File: src/core/hswc_pkg.sv
// package for the halt, standby and wake-up controller
// assumes one clock (clk) and a classic wishbone slave port with 32-bit data
package hswc_pkg;

	// register byte offsets
	localparam logic [7:0] OFS_CLOCK_CTRL = 8'h00;
	localparam logic [7:0] OFS_STATUS     = 8'h04;
	localparam logic [7:0] OFS_WAKE_EN    = 8'h08;
	localparam logic [7:0] OFS_WDT_CTRL   = 8'h0c;
	localparam logic [7:0] OFS_WDT_LIMIT  = 8'h10;
	localparam logic [7:0] OFS_IRQ_STATUS = 8'h14;
	localparam logic [7:0] OFS_IRQ_MASK   = 8'h18;

	// system_clock_control fields
	localparam int POS_SLOW_HOLD = 0;
	localparam int POS_FAST_HOLD = 1;
	localparam int POS_CLK_SEL   = 5;
	localparam logic [7:0] RST_CLOCK_CTRL = 8'h00;

	// status fields
	localparam int POS_PD_FLAG  = 0;
	localparam int POS_WDT_FLAG = 1;
	localparam int POS_MODE     = 4;

	// watchdog control fields and reset values
	localparam int POS_WDT_EN = 0;
	localparam logic        RST_WDT_EN    = 1'b1;
	localparam logic [15:0] RST_WDT_LIMIT = 16'hffff;
	localparam logic [7:0]  RST_WAKE_EN   = 8'h00;

	// event bits of the interrupt status and mask registers
	localparam int EV_ENTER = 0;
	localparam int EV_WAKE  = 1;
	localparam int EV_WDT   = 2;
	localparam int EV_W     = 3;
	localparam logic [EV_W-1:0] RST_IRQ = 3'h0;

	// oscillator settle time after the stable indication, in ns
	localparam int CLK_MHZ        = 250;
	localparam int WAKE_SETTLE_NS = 1000;
	localparam int WAKE_SETTLE_CYC =
		(WAKE_SETTLE_NS * CLK_MHZ + 999) / 1000;

	typedef enum logic [2:0] {
		ST_RUN           = 3'b000,
		ST_DEEP_DOWN     = 3'b001,
		ST_STBY_SLOW     = 3'b010,
		ST_STBY_BOTH     = 3'b011,
		ST_STBY_FAST     = 3'b100,
		ST_WAKE          = 3'b101
	} hswc_state_t;

	typedef struct packed {
		logic        cyc;
		logic        stb;
		logic        we;
		logic [3:0]  sel;
		logic [7:0]  adr;
		logic [31:0] dat;
	} hswc_wb_req_t;

	typedef struct packed {
		logic        haltExec;
		logic        clrWdtExec;
	} hswc_cpu_cmd_t;

	typedef struct packed {
		logic        resumeNext;
		logic        intService;
		logic        pcSpReset;
	} hswc_wake_rsp_t;

endpackage

File: src/core/hswc_halt_wake.sv
// halt, standby and wake-up controller with its register file
// assumes the cpu holds fetch while cpuHold is high and that the
// oscillator block reports fastOscStable once the fast clock runs
//
// Overview of operation
// - both holds zero: deep power-down, watchdog only
// - fast hold 0, slow 1: fast clock stops
// - both holds one: both clocks run, cpu halts
// - fast hold 1, slow 0: slow clock stops
// - any standby halts cpu, state is kept
// - entry sets power-down flag, clears expiry flag
// - entry clears watchdog counter, enable decides counting
// - wake on port edge, interrupt or overflow
// - power-down flag cleared only by reset, clear instruction
// - overflow in standby: expiry flag, pc/sp reset
// - per-pin wake enable, resume after halt
// - disabled or stack-full interrupt: resume, stays pending
// - enabled interrupt with free stack: service at once
// - request set before entry cannot wake
// - wake waits for oscillator restart and settle
// - fast hold bit 1, slow bit 0, reset 0
`timescale 1ns/1ps
module hswc_halt_wake
	import hswc_pkg::*;
(
	// clock and reset
	input  wire  logic                  clk,
	input  wire  logic                  resetn,
	// wishbone slave
	input  wire  hswc_pkg::hswc_wb_req_t wbReq,
	output logic [31:0]                 wbDatOut,
	output logic                        wbAck,
	output logic                        irq,
	// cpu side
	input  wire  hswc_pkg::hswc_cpu_cmd_t cpuCmd,
	output logic                        cpuHold,
	output hswc_pkg::hswc_wake_rsp_t     wakeRsp,
	// interrupt controller side
	input  wire  logic [7:0]            intRequest,
	input  wire  logic [7:0]            intEnable,
	input  wire  logic                  stackFull,
	// oscillators
	input  wire  logic                  fastOscStable,
	output logic                        fastClkEnable,
	output logic                        slowClkEnable,
	// port a pins
	input  wire  logic [7:0]            portA
);
	import hswc_pkg::*;

	hswc_state_t state;
	hswc_state_t next_state;

	logic [7:0]      clockCtrl;
	logic [7:0]      wakeEnable;
	logic            wdtEnable;
	logic [15:0]     wdtLimit;
	logic [15:0]     watchdogCounter;
	logic            powerDownFlag;
	logic            watchdogExpiryFlag;
	logic [EV_W-1:0] irqStatus;
	logic [EV_W-1:0] irqMask;
	logic [7:0]      intArmed;
	logic [7:0]      portSync1;
	logic [7:0]      portSync2;
	logic [7:0]      portLast;
	logic [8:0]      settleCount;
	logic            wakeWdt;
	logic            wakeInt;
	logic [7:0]      wakeIntVec;

	logic            wbWrite;
	logic            inStandby;
	logic            haltNow;
	logic            wdtOverflow;
	logic            portWake;
	logic            intWake;
	logic            anyWake;
	logic            settled;
	logic [EV_W-1:0] events;

	function automatic logic [7:0] merge8(input logic [7:0] old,
			input logic [7:0] nw, input logic en);
		merge8 = en ? nw : old;
	endfunction

	function automatic logic [EV_W-1:0] w1c(input logic [EV_W-1:0] cur,
			input logic [EV_W-1:0] clr, input logic [EV_W-1:0] set);
		w1c = (cur & ~clr) | set;
	endfunction

	// ---------------------------------------------------------------
	// bus slave: ack one cycle after the request, dropped after one
	// ---------------------------------------------------------------
	assign wbWrite = wbReq.cyc & wbReq.stb & wbReq.we & wbAck;

	always_ff @(posedge clk) begin
		if (!resetn) begin
			wbAck <= 1'b0;
		end else begin
			wbAck <= wbReq.cyc & wbReq.stb & ~wbAck;
		end
	end

	always_ff @(posedge clk) begin
		if (!resetn) begin
			wbDatOut <= 32'h0;
		end else if (wbReq.cyc && wbReq.stb && !wbAck) begin
			case (wbReq.adr)
				OFS_CLOCK_CTRL: wbDatOut <= {24'h0, clockCtrl};
				OFS_STATUS:     wbDatOut <= {25'h0, state, 2'h0,
					watchdogExpiryFlag, powerDownFlag};
				OFS_WAKE_EN:    wbDatOut <= {24'h0, wakeEnable};
				OFS_WDT_CTRL:   wbDatOut <= {31'h0, wdtEnable};
				OFS_WDT_LIMIT:  wbDatOut <= {16'h0, wdtLimit};
				OFS_IRQ_STATUS: wbDatOut <= {29'h0, irqStatus};
				OFS_IRQ_MASK:   wbDatOut <= {29'h0, irqMask};
				// unmapped offsets answer with zero
				default:        wbDatOut <= 32'h0;
			endcase
		end
	end

	// clock control: the hold bits steer the standby choice; the clock
	// select field is only stored, run-mode clock choice lives elsewhere
	always_ff @(posedge clk) begin
		if (!resetn) begin
			clockCtrl <= RST_CLOCK_CTRL;
		end else if (wbWrite && wbReq.adr == OFS_CLOCK_CTRL) begin
			// bits 4..2 are unimplemented and stay zero
			clockCtrl <= merge8(clockCtrl, wbReq.dat[7:0] & 8'he3,
				wbReq.sel[0]);
		end
	end

	always_ff @(posedge clk) begin
		if (!resetn) begin
			wakeEnable <= RST_WAKE_EN;
		end else if (wbWrite && wbReq.adr == OFS_WAKE_EN) begin
			wakeEnable <= merge8(wakeEnable, wbReq.dat[7:0],
				wbReq.sel[0]);
		end
	end

	always_ff @(posedge clk) begin
		if (!resetn) begin
			wdtEnable <= RST_WDT_EN;
			wdtLimit  <= RST_WDT_LIMIT;
		end else if (wbWrite) begin
			if (wbReq.adr == OFS_WDT_CTRL && wbReq.sel[0]) begin
				wdtEnable <= wbReq.dat[POS_WDT_EN];
			end
			if (wbReq.adr == OFS_WDT_LIMIT) begin
				wdtLimit <= {merge8(wdtLimit[15:8], wbReq.dat[15:8],
					wbReq.sel[1]), merge8(wdtLimit[7:0],
					wbReq.dat[7:0], wbReq.sel[0])};
			end
		end
	end

	// ---------------------------------------------------------------
	// wake sources
	// ---------------------------------------------------------------
	// pins may toggle with the fast clock stopped; two flops bring the
	// level in and the edge is seen on the second stage only
	always_ff @(posedge clk) begin
		if (!resetn) begin
			portSync1 <= 8'hff;
			portSync2 <= 8'hff;
			portLast  <= 8'hff;
		end else begin
			portSync1 <= portA;
			portSync2 <= portSync1;
			portLast  <= portSync2;
		end
	end

	assign inStandby = state == ST_DEEP_DOWN || state == ST_STBY_SLOW ||
		state == ST_STBY_BOTH || state == ST_STBY_FAST;
	assign portWake  = |(portLast & ~portSync2 & wakeEnable);
	assign wakeIntVec = intRequest & intArmed;
	assign intWake   = |wakeIntVec;
	assign wdtOverflow = wdtEnable && watchdogCounter == wdtLimit;
	assign anyWake   = portWake | intWake | wdtOverflow;
	assign haltNow   = state == ST_RUN && cpuCmd.haltExec;

	// requests already raised at entry are disarmed for wake-up; a level
	// request that was never cleared would otherwise wake at once and the
	// core could never stay down
	always_ff @(posedge clk) begin
		if (!resetn) begin
			intArmed <= 8'h00;
		end else if (haltNow) begin
			intArmed <= ~intRequest;
		end else if (state == ST_RUN) begin
			intArmed <= 8'h00;
		end
	end

	// watchdog runs in every mode, deep power-down included; it counts clk
	// here, so the limit register stands in for the slow divider chain
	always_ff @(posedge clk) begin
		if (!resetn) begin
			watchdogCounter <= 16'h0;
		end else if (haltNow || cpuCmd.clrWdtExec) begin
			watchdogCounter <= 16'h0;
		end else if (wdtOverflow) begin
			watchdogCounter <= 16'h0;
		end else if (wdtEnable) begin
			watchdogCounter <= watchdogCounter + 16'h1;
		end
	end

	// ---------------------------------------------------------------
	// mode sequencer
	// ---------------------------------------------------------------
	always_comb begin
		next_state = state;
		case (state)
			ST_RUN: begin
				if (cpuCmd.haltExec) begin
					case ({clockCtrl[POS_FAST_HOLD],
							clockCtrl[POS_SLOW_HOLD]})
						2'b00:   next_state = ST_DEEP_DOWN;
						2'b01:   next_state = ST_STBY_SLOW;
						2'b11:   next_state = ST_STBY_BOTH;
						default: next_state = ST_STBY_FAST;
					endcase
				end
			end
			ST_DEEP_DOWN, ST_STBY_SLOW, ST_STBY_BOTH, ST_STBY_FAST: begin
				if (anyWake) begin
					next_state = ST_WAKE;
				end
			end
			ST_WAKE: begin
				if (settled) begin
					next_state = ST_RUN;
				end
			end
			default: next_state = ST_RUN;
		endcase
	end

	always_ff @(posedge clk) begin
		if (!resetn) begin
			state <= ST_RUN;
		end else begin
			state <= next_state;
		end
	end

	// the restarted oscillator must report stable, then settle a while
	assign settled = fastOscStable &&
		settleCount == WAKE_SETTLE_CYC[8:0];

	always_ff @(posedge clk) begin
		if (!resetn) begin
			settleCount <= 9'h0;
		end else if (state != ST_WAKE || !fastOscStable) begin
			settleCount <= 9'h0;
		end else if (!settled) begin
			settleCount <= settleCount + 9'h1;
		end
	end

	// wake cause, latched when leaving standby; overflow outranks others
	always_ff @(posedge clk) begin
		if (!resetn) begin
			wakeWdt <= 1'b0;
			wakeInt <= 1'b0;
		end else if (inStandby && anyWake) begin
			wakeWdt <= wdtOverflow;
			wakeInt <= intWake & ~wdtOverflow;
		end
	end

	// one-cycle wake answer to the cpu at the end of the settle wait;
	// the request flag itself is left alone so it stays pending
	always_ff @(posedge clk) begin
		if (!resetn) begin
			wakeRsp <= '0;
		end else begin
			wakeRsp <= '0;
			if (state == ST_WAKE && settled) begin
				if (wakeWdt) begin
					wakeRsp.pcSpReset <= 1'b1;
				end else if (wakeInt &&
						|(wakeIntVec & intEnable) && !stackFull) begin
					wakeRsp.intService <= 1'b1;
				end else begin
					wakeRsp.resumeNext <= 1'b1;
				end
			end
		end
	end

	// status flags
	always_ff @(posedge clk) begin
		if (!resetn) begin
			powerDownFlag <= 1'b0;
		end else if (haltNow) begin
			powerDownFlag <= 1'b1;
		end else if (cpuCmd.clrWdtExec) begin
			powerDownFlag <= 1'b0;
		end
	end

	always_ff @(posedge clk) begin
		if (!resetn) begin
			watchdogExpiryFlag <= 1'b0;
		end else if (inStandby && wdtOverflow) begin
			watchdogExpiryFlag <= 1'b1;
		end else if (haltNow) begin
			watchdogExpiryFlag <= 1'b0;
		end
	end

	// ---------------------------------------------------------------
	// clock gating and cpu hold; memory and ports keep state because
	// the cpu is held and nothing here touches them
	// ---------------------------------------------------------------
	// the wake state turns both clocks back on so the oscillator can
	// restart before the settle count begins
	always_comb begin
		cpuHold = state != ST_RUN;
		fastClkEnable = 1'b1;
		slowClkEnable = 1'b1;
		case (state)
			ST_DEEP_DOWN: begin
				fastClkEnable = 1'b0;
				slowClkEnable = 1'b0;
			end
			ST_STBY_SLOW: begin
				fastClkEnable = 1'b0;
			end
			ST_STBY_FAST: begin
				slowClkEnable = 1'b0;
			end
			// run, wake and standby_both_clocks keep both clocks on
			default: begin
				fastClkEnable = 1'b1;
				slowClkEnable = 1'b1;
			end
		endcase
	end

	// ---------------------------------------------------------------
	// interrupt status: set wins over a write-one clear
	// ---------------------------------------------------------------
	assign events = {inStandby & wdtOverflow,
		state == ST_WAKE & settled, haltNow};

	always_ff @(posedge clk) begin
		if (!resetn) begin
			irqStatus <= RST_IRQ;
			irqMask   <= RST_IRQ;
		end else begin
			irqStatus <= w1c(irqStatus,
				(wbWrite && wbReq.adr == OFS_IRQ_STATUS && wbReq.sel[0]) ?
				wbReq.dat[EV_W-1:0] : RST_IRQ, events);
			if (wbWrite && wbReq.adr == OFS_IRQ_MASK && wbReq.sel[0]) begin
				irqMask <= wbReq.dat[EV_W-1:0];
			end
		end
	end

	assign irq = |(irqStatus & irqMask);

endmodule

File: config.mk
export PLATFORM = sky130hd
export DESIGN_NAME = hswc_halt_wake
export DESIGN_NICKNAME = d
export VERILOG_FILES = /design/src/core/hswc_pkg.sv /design/src/core/hswc_halt_wake.sv
export SDC_FILE = /design/constraint.sdc
export NUM_CORES = 1
export LEC_CHECK = 0
export BUFFER_PORTS_ARGS = -buffer_cell sky130_fd_sc_hd__buf_2
export CAP_MARGIN = 20
export CORE_MARGIN = 2
export CORE_UTILIZATION = 54
export DETAILED_ROUTE_END_ITERATION = 6
export HOLD_SLACK_MARGIN = 0.15
export PLACE_DENSITY = 0.79
export SLEW_MARGIN = 20
export SYNTH_ARGS = -nofsm -noshare
export SYNTH_HDL_FRONTEND = slang
export SYNTH_SLANG_ARGS = --single-unit
File: constraint.sdc
create_clock -name clk -period 2.2 [get_ports clk]
set_clock_uncertainty 0.05 [all_clocks]
set_input_delay 0.22 -clock clk [delete_from_list [all_inputs] [get_ports clk]]
set_output_delay 0.22 -clock clk [all_outputs]
set_load 0.01 [all_outputs]
* After elaboration in Yosys (flattened, before gate mapping)
Cells that the tools add are included.
** Storage, ports and cells
- Register bits after elaboration :: 136
- Input bits :: 77
** Cells by class
- $add $sub $neg :: 2
- Equal/unequal tests :: 19
- Muxes and demuxes :: 18
- Bitwise gates (word level) :: 23
- Reduce and logical (&&, ||, !) cells :: 49
** Operators with widths (count)
- one-hot mux 16 bit (7 select lines) :: 1
- AND 8 bit :: 4
- == test 8 x 5 -> 1 bit, second input constant :: 3
- OR reduction 8 bit :: 3
- one-hot mux 3 bit (3 select lines) :: 2
- logical AND 1 bit :: 17
- adder 16 x 1 -> 16 bit, second input constant :: 1
- == test 16 bit :: 1
- == test 8 x 4 -> 1 bit, second input constant :: 2
- two-way mux 8 bit :: 2
- NOT 8 bit :: 2
- two-way mux 3 bit :: 4
- adder 9 x 1 -> 9 bit, second input constant :: 1
- == test 9 x 8 -> 1 bit, second input constant :: 1
- two-way mux 1 bit :: 9
- AND reduction 3 bit :: 3
- OR reduction 3 bit :: 3
- == test 8 x 3 -> 1 bit, second input constant :: 1
- zero test 8 bit :: 1
- AND reduction 2 bit :: 4
- AND 1 bit :: 7
- AND 3 bit :: 2
- == test 3 x 2 -> 1 bit, second input constant :: 2
- == test 3 bit, second input constant :: 2
- 17 further kinds :: 33

* Depth between registers and ports, before layout
Gate-level depths: netlist of run 1.
- Depth after elaboration :: 9
- Mapped depth :: 9
- Mapped depth without buffers :: 8

* Least setup slack after synthesis of run 1
OpenSTA, ideal clock, no wires.
- Path kind :: reg-to-reg
- Start :: reg wbAck
- End :: reg wdtLimit[0]
- Setup time :: 0.137 ns
- Arrival time :: 1.499 ns
- Required time :: 2.013 ns
- Path slack :: 0.514 ns
- Cell stages (with the launch flop) :: 7
- Path buffers :: 1
- Clock period less this slack :: 1.686 ns
- Cells stage by stage :: dfxtp_1 and4_1 nand2_2 or4_1 buf_2 nand2_1 nand3_1
** On the way
- Cells in the longest elaborated chain, start to end :: 2
** RTL lines
- start: declaration :: line hswc_halt_wake.sv:32 : output logic wbAck,
- start signal: assignment :: line hswc_halt_wake.sv:101 : wbAck <= wbReq.cyc & wbReq.stb & ~wbAck;
- AND 1 bit :: line hswc_halt_wake.sv:95 : assign wbWrite = wbReq.cyc & wbReq.stb & wbReq.we & wbAck;
- AND reduction 3 bit (no source line)
- end signal: assignment :: line hswc_halt_wake.sv:154 : wdtLimit <= {merge8(wdtLimit[15:8], wbReq.dat[15:8],
- end: declaration :: line hswc_halt_wake.sv:57 : logic [15:0] wdtLimit;
Every way passes these cells.
A chain may end at the register's enable or synchronous reset.

* Worst setup path in the final report of run 1
- Start :: reg state[2]
- End :: out cpuHold
** On the way
- Cells in the longest elaborated chain, start to end :: 1
** RTL lines
- start: declaration :: line hswc_halt_wake.sv:51 : hswc_state_t state;
- start signal: assignment :: line hswc_halt_wake.sv:249 : state <= next_state;
- nonzero test 3 bit :: line hswc_halt_wake.sv:326 : cpuHold = state != ST_RUN;
- end: declaration :: line hswc_halt_wake.sv:36 : output logic cpuHold,
Every way passes these cells.

==> results of run 1 <==
power by group:
group / total, mW / switching, mW / internal [mW] / leakage, nW
logic: 0.662 / 0.377 / 0.285 / 1.42
clock network: 2.75 / 1.02 / 1.73 / 0.276
registers: 2.34 / 0.0929 / 2.25 / 0.975
total: 5.75 / 1.49 / 4.26 / 2.67
through the flow:
stage / setup slack, ps / hold slack, ps / cells
floorplan: 514 / 271 / 636
global placement: 331 / 338 / 810
detailed placement: 245 / 341 / 810
CTS: 150 / 155 / 878
global route: 12.7 / 193 / 878
finish: 157 / 171 / 878
cell usage in the layout (no fill, tap or decap), types with 10 or more instances in the layout:
master | Yosys | final
dlygate4sd3_1 | 0 | 37
nand3_1 | 41 | 41
clkbuf_16 | 0 | 16
inv_1 | 10 | 10
nor2_1 | 66 | 66
xor2_1 | 18 | 18
conb_1 | 1 | 16
dfxtp_1 | 120 | 120
mux2i_1 | 20 | 20
xnor2_1 | 22 | 22
nand2_1 | 88 | 88
a21oi_1 | 40 | 40
nand2b_1 | 27 | 27
buf_2 | 13 | 82
nand4_1 | 12 | 12
final cells by class:
cell class / count / area share, %
sequential: 120 / 35.6
clock buffer: 17 / 6.15
clock inverter: 14 / 2.64
timing repair buffer: 127 / 12.5
tap: 133 / 2.47
inverter: 10 / 0.557
multi-input combinational: 457 / 40.1
flip-flops by register name (all words and copies together), names as in the netlist, 3 cells and up:
register and count:
wbDatOut 16, state 3, irqMask 3, portSync1 8
portSync2 8, intArmed 8, watchdogCounter 16, settleCount 9
clockCtrl 5, wakeRsp 3, portLast 8, wdtLimit 16
wakeEnable 8, irqStatus 3
critical path, stage by stage (launching register included):
cell and delay (ps):
dfxtp_1 440, or3_1 450, buf_4 210, buf_2 150
repair_timing:
item                                   CTS  global route
setup endpoints to repair                0             0
endpoints found under the hold margin   63             0
hold buffers                            37             0
resized for setup                        0             0
how the worst min path moves through the flow:
stage                 start      endpoint  slack (ps)  cells past startpoint
2_1_floorplan      portA[0]  portSync1[0]         270                      1
3_3_place_gp   portSync1[5]  portSync2[5]         340                      1
3_5_place_dp   portSync1[0]  portSync2[0]         340                      1
4_1_cts           cpuCmd[1]   intArmed[6]         160                      4
5_1_grt           cpuCmd[1]   intArmed[1]         190                      4
6_report          cpuCmd[1]   intArmed[2]         170                      4
cell families after synthesis:
| group | synth area share (%) |
|---|---|
| AND/OR/NAND/NOR | 28.0 |
| buffers and inverters | 5.97 |
| other | 0.0699 |
| multiplexers | 4.78 |
| flip-flops | 44.8 |
| AO/OA/AOI/OAI | 8.53 |
| adder cells (fa/ha/maj) | 1.40 |
| XOR/XNOR | 6.53 |
metal layers:
layer  vias to the layer above  share of wire (%)  track usage [%]
met4                         0                2.1             9.56
met5                         -                  0                0
met1                      2262                 42             28.9
li1                       2324                  -                -
met2                       181                 49             42.5
met3                        22                6.2             5.73
==> metrics.yaml, run 1 <==
reg2reg_depth: 6
antenna_found_initial: 0
place.gp.congestion: 0.879
status: "completed"
clk_latency_ps: 510
crit_fanout: 17
final-hold-violation-count: 0
grt_usage_pct: 24.3
via_per_inst: 5.45
drive_gt1_share_pct: 18.0
nNetsFinal: 816
synthTopCellsByArea: "dfxtp_1 (45%), nand2_1 (6.2%), nor2_1 (4.6%), nand3_1 (3.8%), a21oi_1 (3.7%)"
utilization_pct: 69.3
path_class: "reg2out"
yosysWarnings: 0
clockBufferDepth: 2
design_area_mm2: 0.00674
totalWireLength_um: 13000
crit_start: "state[2]"
hpwl_um: 8710
fmax_ghz: 0.489
regToRegEndpoint: "watchdogCounter[0]"
ys_types: 55
ys_seq_area_share_pct: 44.8
std_cell_rows: 36
avgSynthCellArea_um2: 8.64
seqCellArea_mm2: 0.00240
cts_sinks: 120
num_io_pins: 117
path_clk_slew_ps: 60
r2r-start: "watchdogCounter[11]"
synth_ff_type: "dfxtp_1"
die-area_mm2: 0.0108
cts_buffers: 17
drt_first_pass_iters: 5
p_per_area_mw_per_mm2: 854
synthTopCellsByCount: "dfxtp_1 (120), nand2_1 (88), nor2_1 (66)"
finalCriticalPeriod_ps: 2040
vias: 4789
wl_per_cell_um: 14.8
postPlaceCellArea_mm2: 0.00578
hold_class: "in2reg"
setup_tns_ps: 0
synthesis.area_mm2: 0.00537
synth_top_area_share_pct: 44.8
dieWidth_um: 104
htree_levels: 4
gr-total-overflow: 0
total_power_mw: 5.75
grt_max_degree: 50
slew_headroom_pct: 59.2
portBuffers: 82
peakVddDrop_v: 0.000538
cp-endpoint: "cpuHold"
cts_root_buf: "clkbuf_8"
ys_async_sr_fraction_pct: 0
start_util_pct: 55.2
crit_arrival_ps: 1770
cts_tree: "built"
grt_pass1_wl_um: 21300
core-area_mm2: 0.00973
synth_edf_count: 0
critPathCaptureType: "primary output"
critPathLaunchType: "flop"
drv_cap: 0
drtIter0Drc: 260
total_leakage_power_nw: 2.67
multi_input_area_mm2: 0.00270
finalCritPeriodShare_pct: 92.9
areaGrowthSynthToFinish_pct: 25.6
worstMarginPinSlew_ps: 610
grt_pass1_vias: 4515
ys_ff_latch: 120
slew_violations: 0
drtAntennaViolNets: 0
die_height_um: 104
synthCells: 621
finalSetupViolCount: 0
synth.most_common_cell: "dfxtp_1"
drc: 0
rrSetupSlack_ps: 210
rsz0062_at_grt: "false"
fill_cells: 737
crit_required_ps: 1930
cts_setup_buffers: 0
synth_top_area_cell: "dfxtp_1"
diodes: 0
(Power assumes the default switching activity.)
==> inputs of run 2 (changes only) <==
--- a/config.mk
+++ b/config.mk
@@ -12,6 +12,7 @@
 export DETAILED_ROUTE_END_ITERATION = 6
 export HOLD_SLACK_MARGIN = 0.15
 export PLACE_DENSITY = 0.79
+export SKIP_LAST_GASP = 1
 export SLEW_MARGIN = 20
 export SYNTH_ARGS = -nofsm -noshare
 export SYNTH_HDL_FRONTEND = slang
==> constraint.sdc (replaced) <==
create_clock -name clk -period 2 [get_ports clk]
set_clock_uncertainty 0.05 [all_clocks]
set_input_delay 0.2 -clock clk [delete_from_list [all_inputs] [get_ports clk]]
set_output_delay 0.2 -clock clk [all_outputs]
set_load 0.01 [all_outputs]
==> run 2 against run 1 <==
  * Via count rose by 1.1%
  * Sequential cell count did not move
  * Cell count rose by 1.8%
  * Clock power rose by 7%
  * Worst hold slack barely moved
  * Die area did not move
  * Critical path depth did not move
  * Combinational power rose by 19%
  * Setup slack got worse by 71 ps
  * Sequential share of layout area fell by 0.67 points
  * Non-clock buffer count rose by 15
==> metrics.yaml, run 2 (synthesis results as in run 1) <==
slew_headroom_pct: 60.9  # was 59.2%
cts_root_buf: "clkbuf_8"  # unchanged
htree_levels: 4  # unchanged
status: "completed"  # unchanged
path_buf_inv: 2  # unchanged
final_cell_mix: "dfxtp_1 (119), nand2_1 (88), buf_2 (82)"  # was dfxtp_1 (120), nand2_1 (88), buf_2 (82)
final-hold-violation-count: 0  # unchanged
areaGrowthSynthToFinish_pct: 28.0  # was 25.6%
crit_arrival_ps: 1660  # was 1770 ps
total_power_mw: 6.29  # was 5.75 mW
largestRegisters: "watchdogCounter x16, wbDatOut x16, wdtLimit x16"  # unchanged
place.gp.congestion: 0.934  # was 0.879
hold-path-cell-count: 5  # was 4
critical-path-max-stage-delay_ps: 420  # was 450 ps
cts_tree: "built"  # unchanged
critPathCaptureType: "primary output"  # unchanged
combPwrFrac_pct: 12.5  # was 11.5%
setup_tns_ps: 0  # unchanged
crit_required_ps: 1750  # was 1930 ps
die-area_mm2: 0.0108  # unchanged
grt_max_degree: 50  # unchanged
via_per_inst: 5.41  # was 5.45
drtIter0Drc: 302  # was 260
post-place-cells: 819  # was 810
drtAntennaViolNets: 0  # unchanged
crit_fanout: 17  # unchanged
rsz0062_at_grt: "false"  # unchanged
grt_pass1_wl_um: 22400  # was 21,300 um
clockBufferDepth: 2  # unchanged
p_sw_share_pct: 26.4  # was 25.9%
r2r-start: "wbAck"  # was watchdogCounter[11]
total_leakage_power_nw: 2.74  # was 2.67 nW
finalCriticalPeriod_ps: 1910
clk_latency_ps: 510  # about the same
sequentialPowerShare_pct: 40.8  # was 40.7%
die_height_um: 104  # unchanged
crit_family: "simple AND/OR/NAND/NOR gates"  # unchanged
dieWidth_um: 104  # unchanged
power.switching_mw: 1.66  # was 1.49 mW
grt_usage_pct: 25.6  # was 24.3%
critPathLaunchType: "flop"  # unchanged
wl_per_cell_um: 15.0  # was 14.8 um
start_util_pct: 55.2  # unchanged
drive_gt1_share_pct: 19.3  # was 18.0%
num_io_pins: 117  # unchanged
gr-total-overflow: 0  # unchanged
hpwl_um: 8880  # was 8710 um
finalCritPeriodShare_pct: 95.7
std_cell_rows: 36  # unchanged
regToRegEndpoint: "wdtLimit[15]"  # was watchdogCounter[0]
cts_buffers: 17  # unchanged
drv_cap: 0  # unchanged
path_class: "reg2out"  # unchanged
layout.cells.non_filler: 894  # was 878
cts_sinks: 120  # unchanged
design_area_mm2: 0.00687  # was 0.00674 mm^2
finalSetupViolCount: 0  # unchanged
hold_class: "in2reg"  # unchanged
totalWireLength_um: 13500  # was 13,000 um
antenna_found_initial: 0  # unchanged
worstMarginPinSlew_ps: 584  # was 610 ps
hp-start: "wbReq[41]"  # was cpuCmd[1]
peakVddDrop_v: 0.000562  # was 0.000538 V
slew_violations: 0  # unchanged
core-area_mm2: 0.00973  # unchanged
fmax_ghz: 0.523
postPlaceCellArea_mm2: 0.00584  # was 0.00578 mm^2
reg2reg_depth: 6  # unchanged
rrSetupSlack_ps: 120  # was 210 ps
path_cells: "or3_1 > buf_4 > buf_2"  # unchanged
p_per_area_mw_per_mm2: 915  # was 854 mW/mm^2
vias: 4841  # was 4,789
grt_pass1_vias: 4886  # was 4,515
holdPathEnd: "wdtLimit[10]"  # was intArmed[2]
diodes: 0  # unchanged
mostFrequentLayoutCell: "dfxtp_1"  # unchanged
drt_first_pass_iters: 5  # unchanged
nNetsFinal: 831  # was 816
crit_slowest_cell: "or3_1"  # unchanged
drc: 0  # unchanged
internal_power_mw: 4.63  # was 4.26 mW
portBuffers: 82  # unchanged
pwr-share-clk_pct: 46.7  # was 47.8%
path_clk_slew_ps: 60  # about the same
[run 2: repair_timing]
action | in CTS | in global routing
hold buffers | 42 | 0
hold endpoints to repair | 70 | 0
setup endpoints to repair | 0 | 7
setup buffers | 0 | 1
resized for setup | 0 | 5
[run 2: how the worst max path moves through the flow]
stage	startpoint	end	slack, ps	depth (start not counted)
final	state[2]	cpuHold	90	3
after global routing	wbReq[45]	wbDatOut[12]	9	7
after CTS	state[0]	cpuHold	6	3
after detailed placement	wdtLimit[4]	watchdogCounter[1]	150	6
after global placement	wdtLimit[4]	watchdogCounter[12]	190	6
after floorplan	wbAck	wdtLimit[0]	310	6
[run 2: final cells by class]
class / count / area [um^2]
Fill cell: 742 / 2860
Tap cell: 133 / 166
Multi-Input combinational cell: 457 / 2710
Timing Repair Buffer: 142 / 973
Sequential cell: 120 / 2400
Clock inverter: 14 / 151
Clock buffer: 18 / 428
Inverter: 10 / 37.5
[run 2: stage by stage]
step / hold slack [ps] / util, % / setup slack [ps]
floorplan: 251 / - / 314
global placement: 329 / 60.1 / 189
detailed placement: 334 / 60.1 / 146
CTS: 159 / 70.3 / 5.75
global route: 202 / 70.6 / 9.05
finish: 171 / 70.6 / 86.4
[run 2: worst min-delay path, cell delays in order]
cell and delay, ps:
buf_2 90, and3_1 160, buf_6 120, mux2i_1 80, nand2_1 60
[run 2: per-layer routing]
metal | routed length [um] | part of all wire (%) | global-route usage [%] | up-vias
met2 | 6730 | 50 | 46.3 | 175
met4 | 219 | 1.6 | 8.49 | 0
met1 | 5790 | 43 | 29.6 | 2301
li1 | - | - | - | 2344
met5 | 0 | 0 | 0 | -
met3 | 716 | 5.3 | 6.17 | 21
[run 2: power groups by stage]
stage | Combinational, mW | Sequential (mW) | Clock (mW)
after floorplan | 0.518 | 2.57 | 0
after global placement | 0.676 | 2.60 | 0
after CTS | 0.771 | 2.56 | 2.96
after detailed placement | 0.697 | 2.61 | 0
after global routing | 0.868 | 2.57 | 3.06
final | 0.789 | 2.56 | 2.93
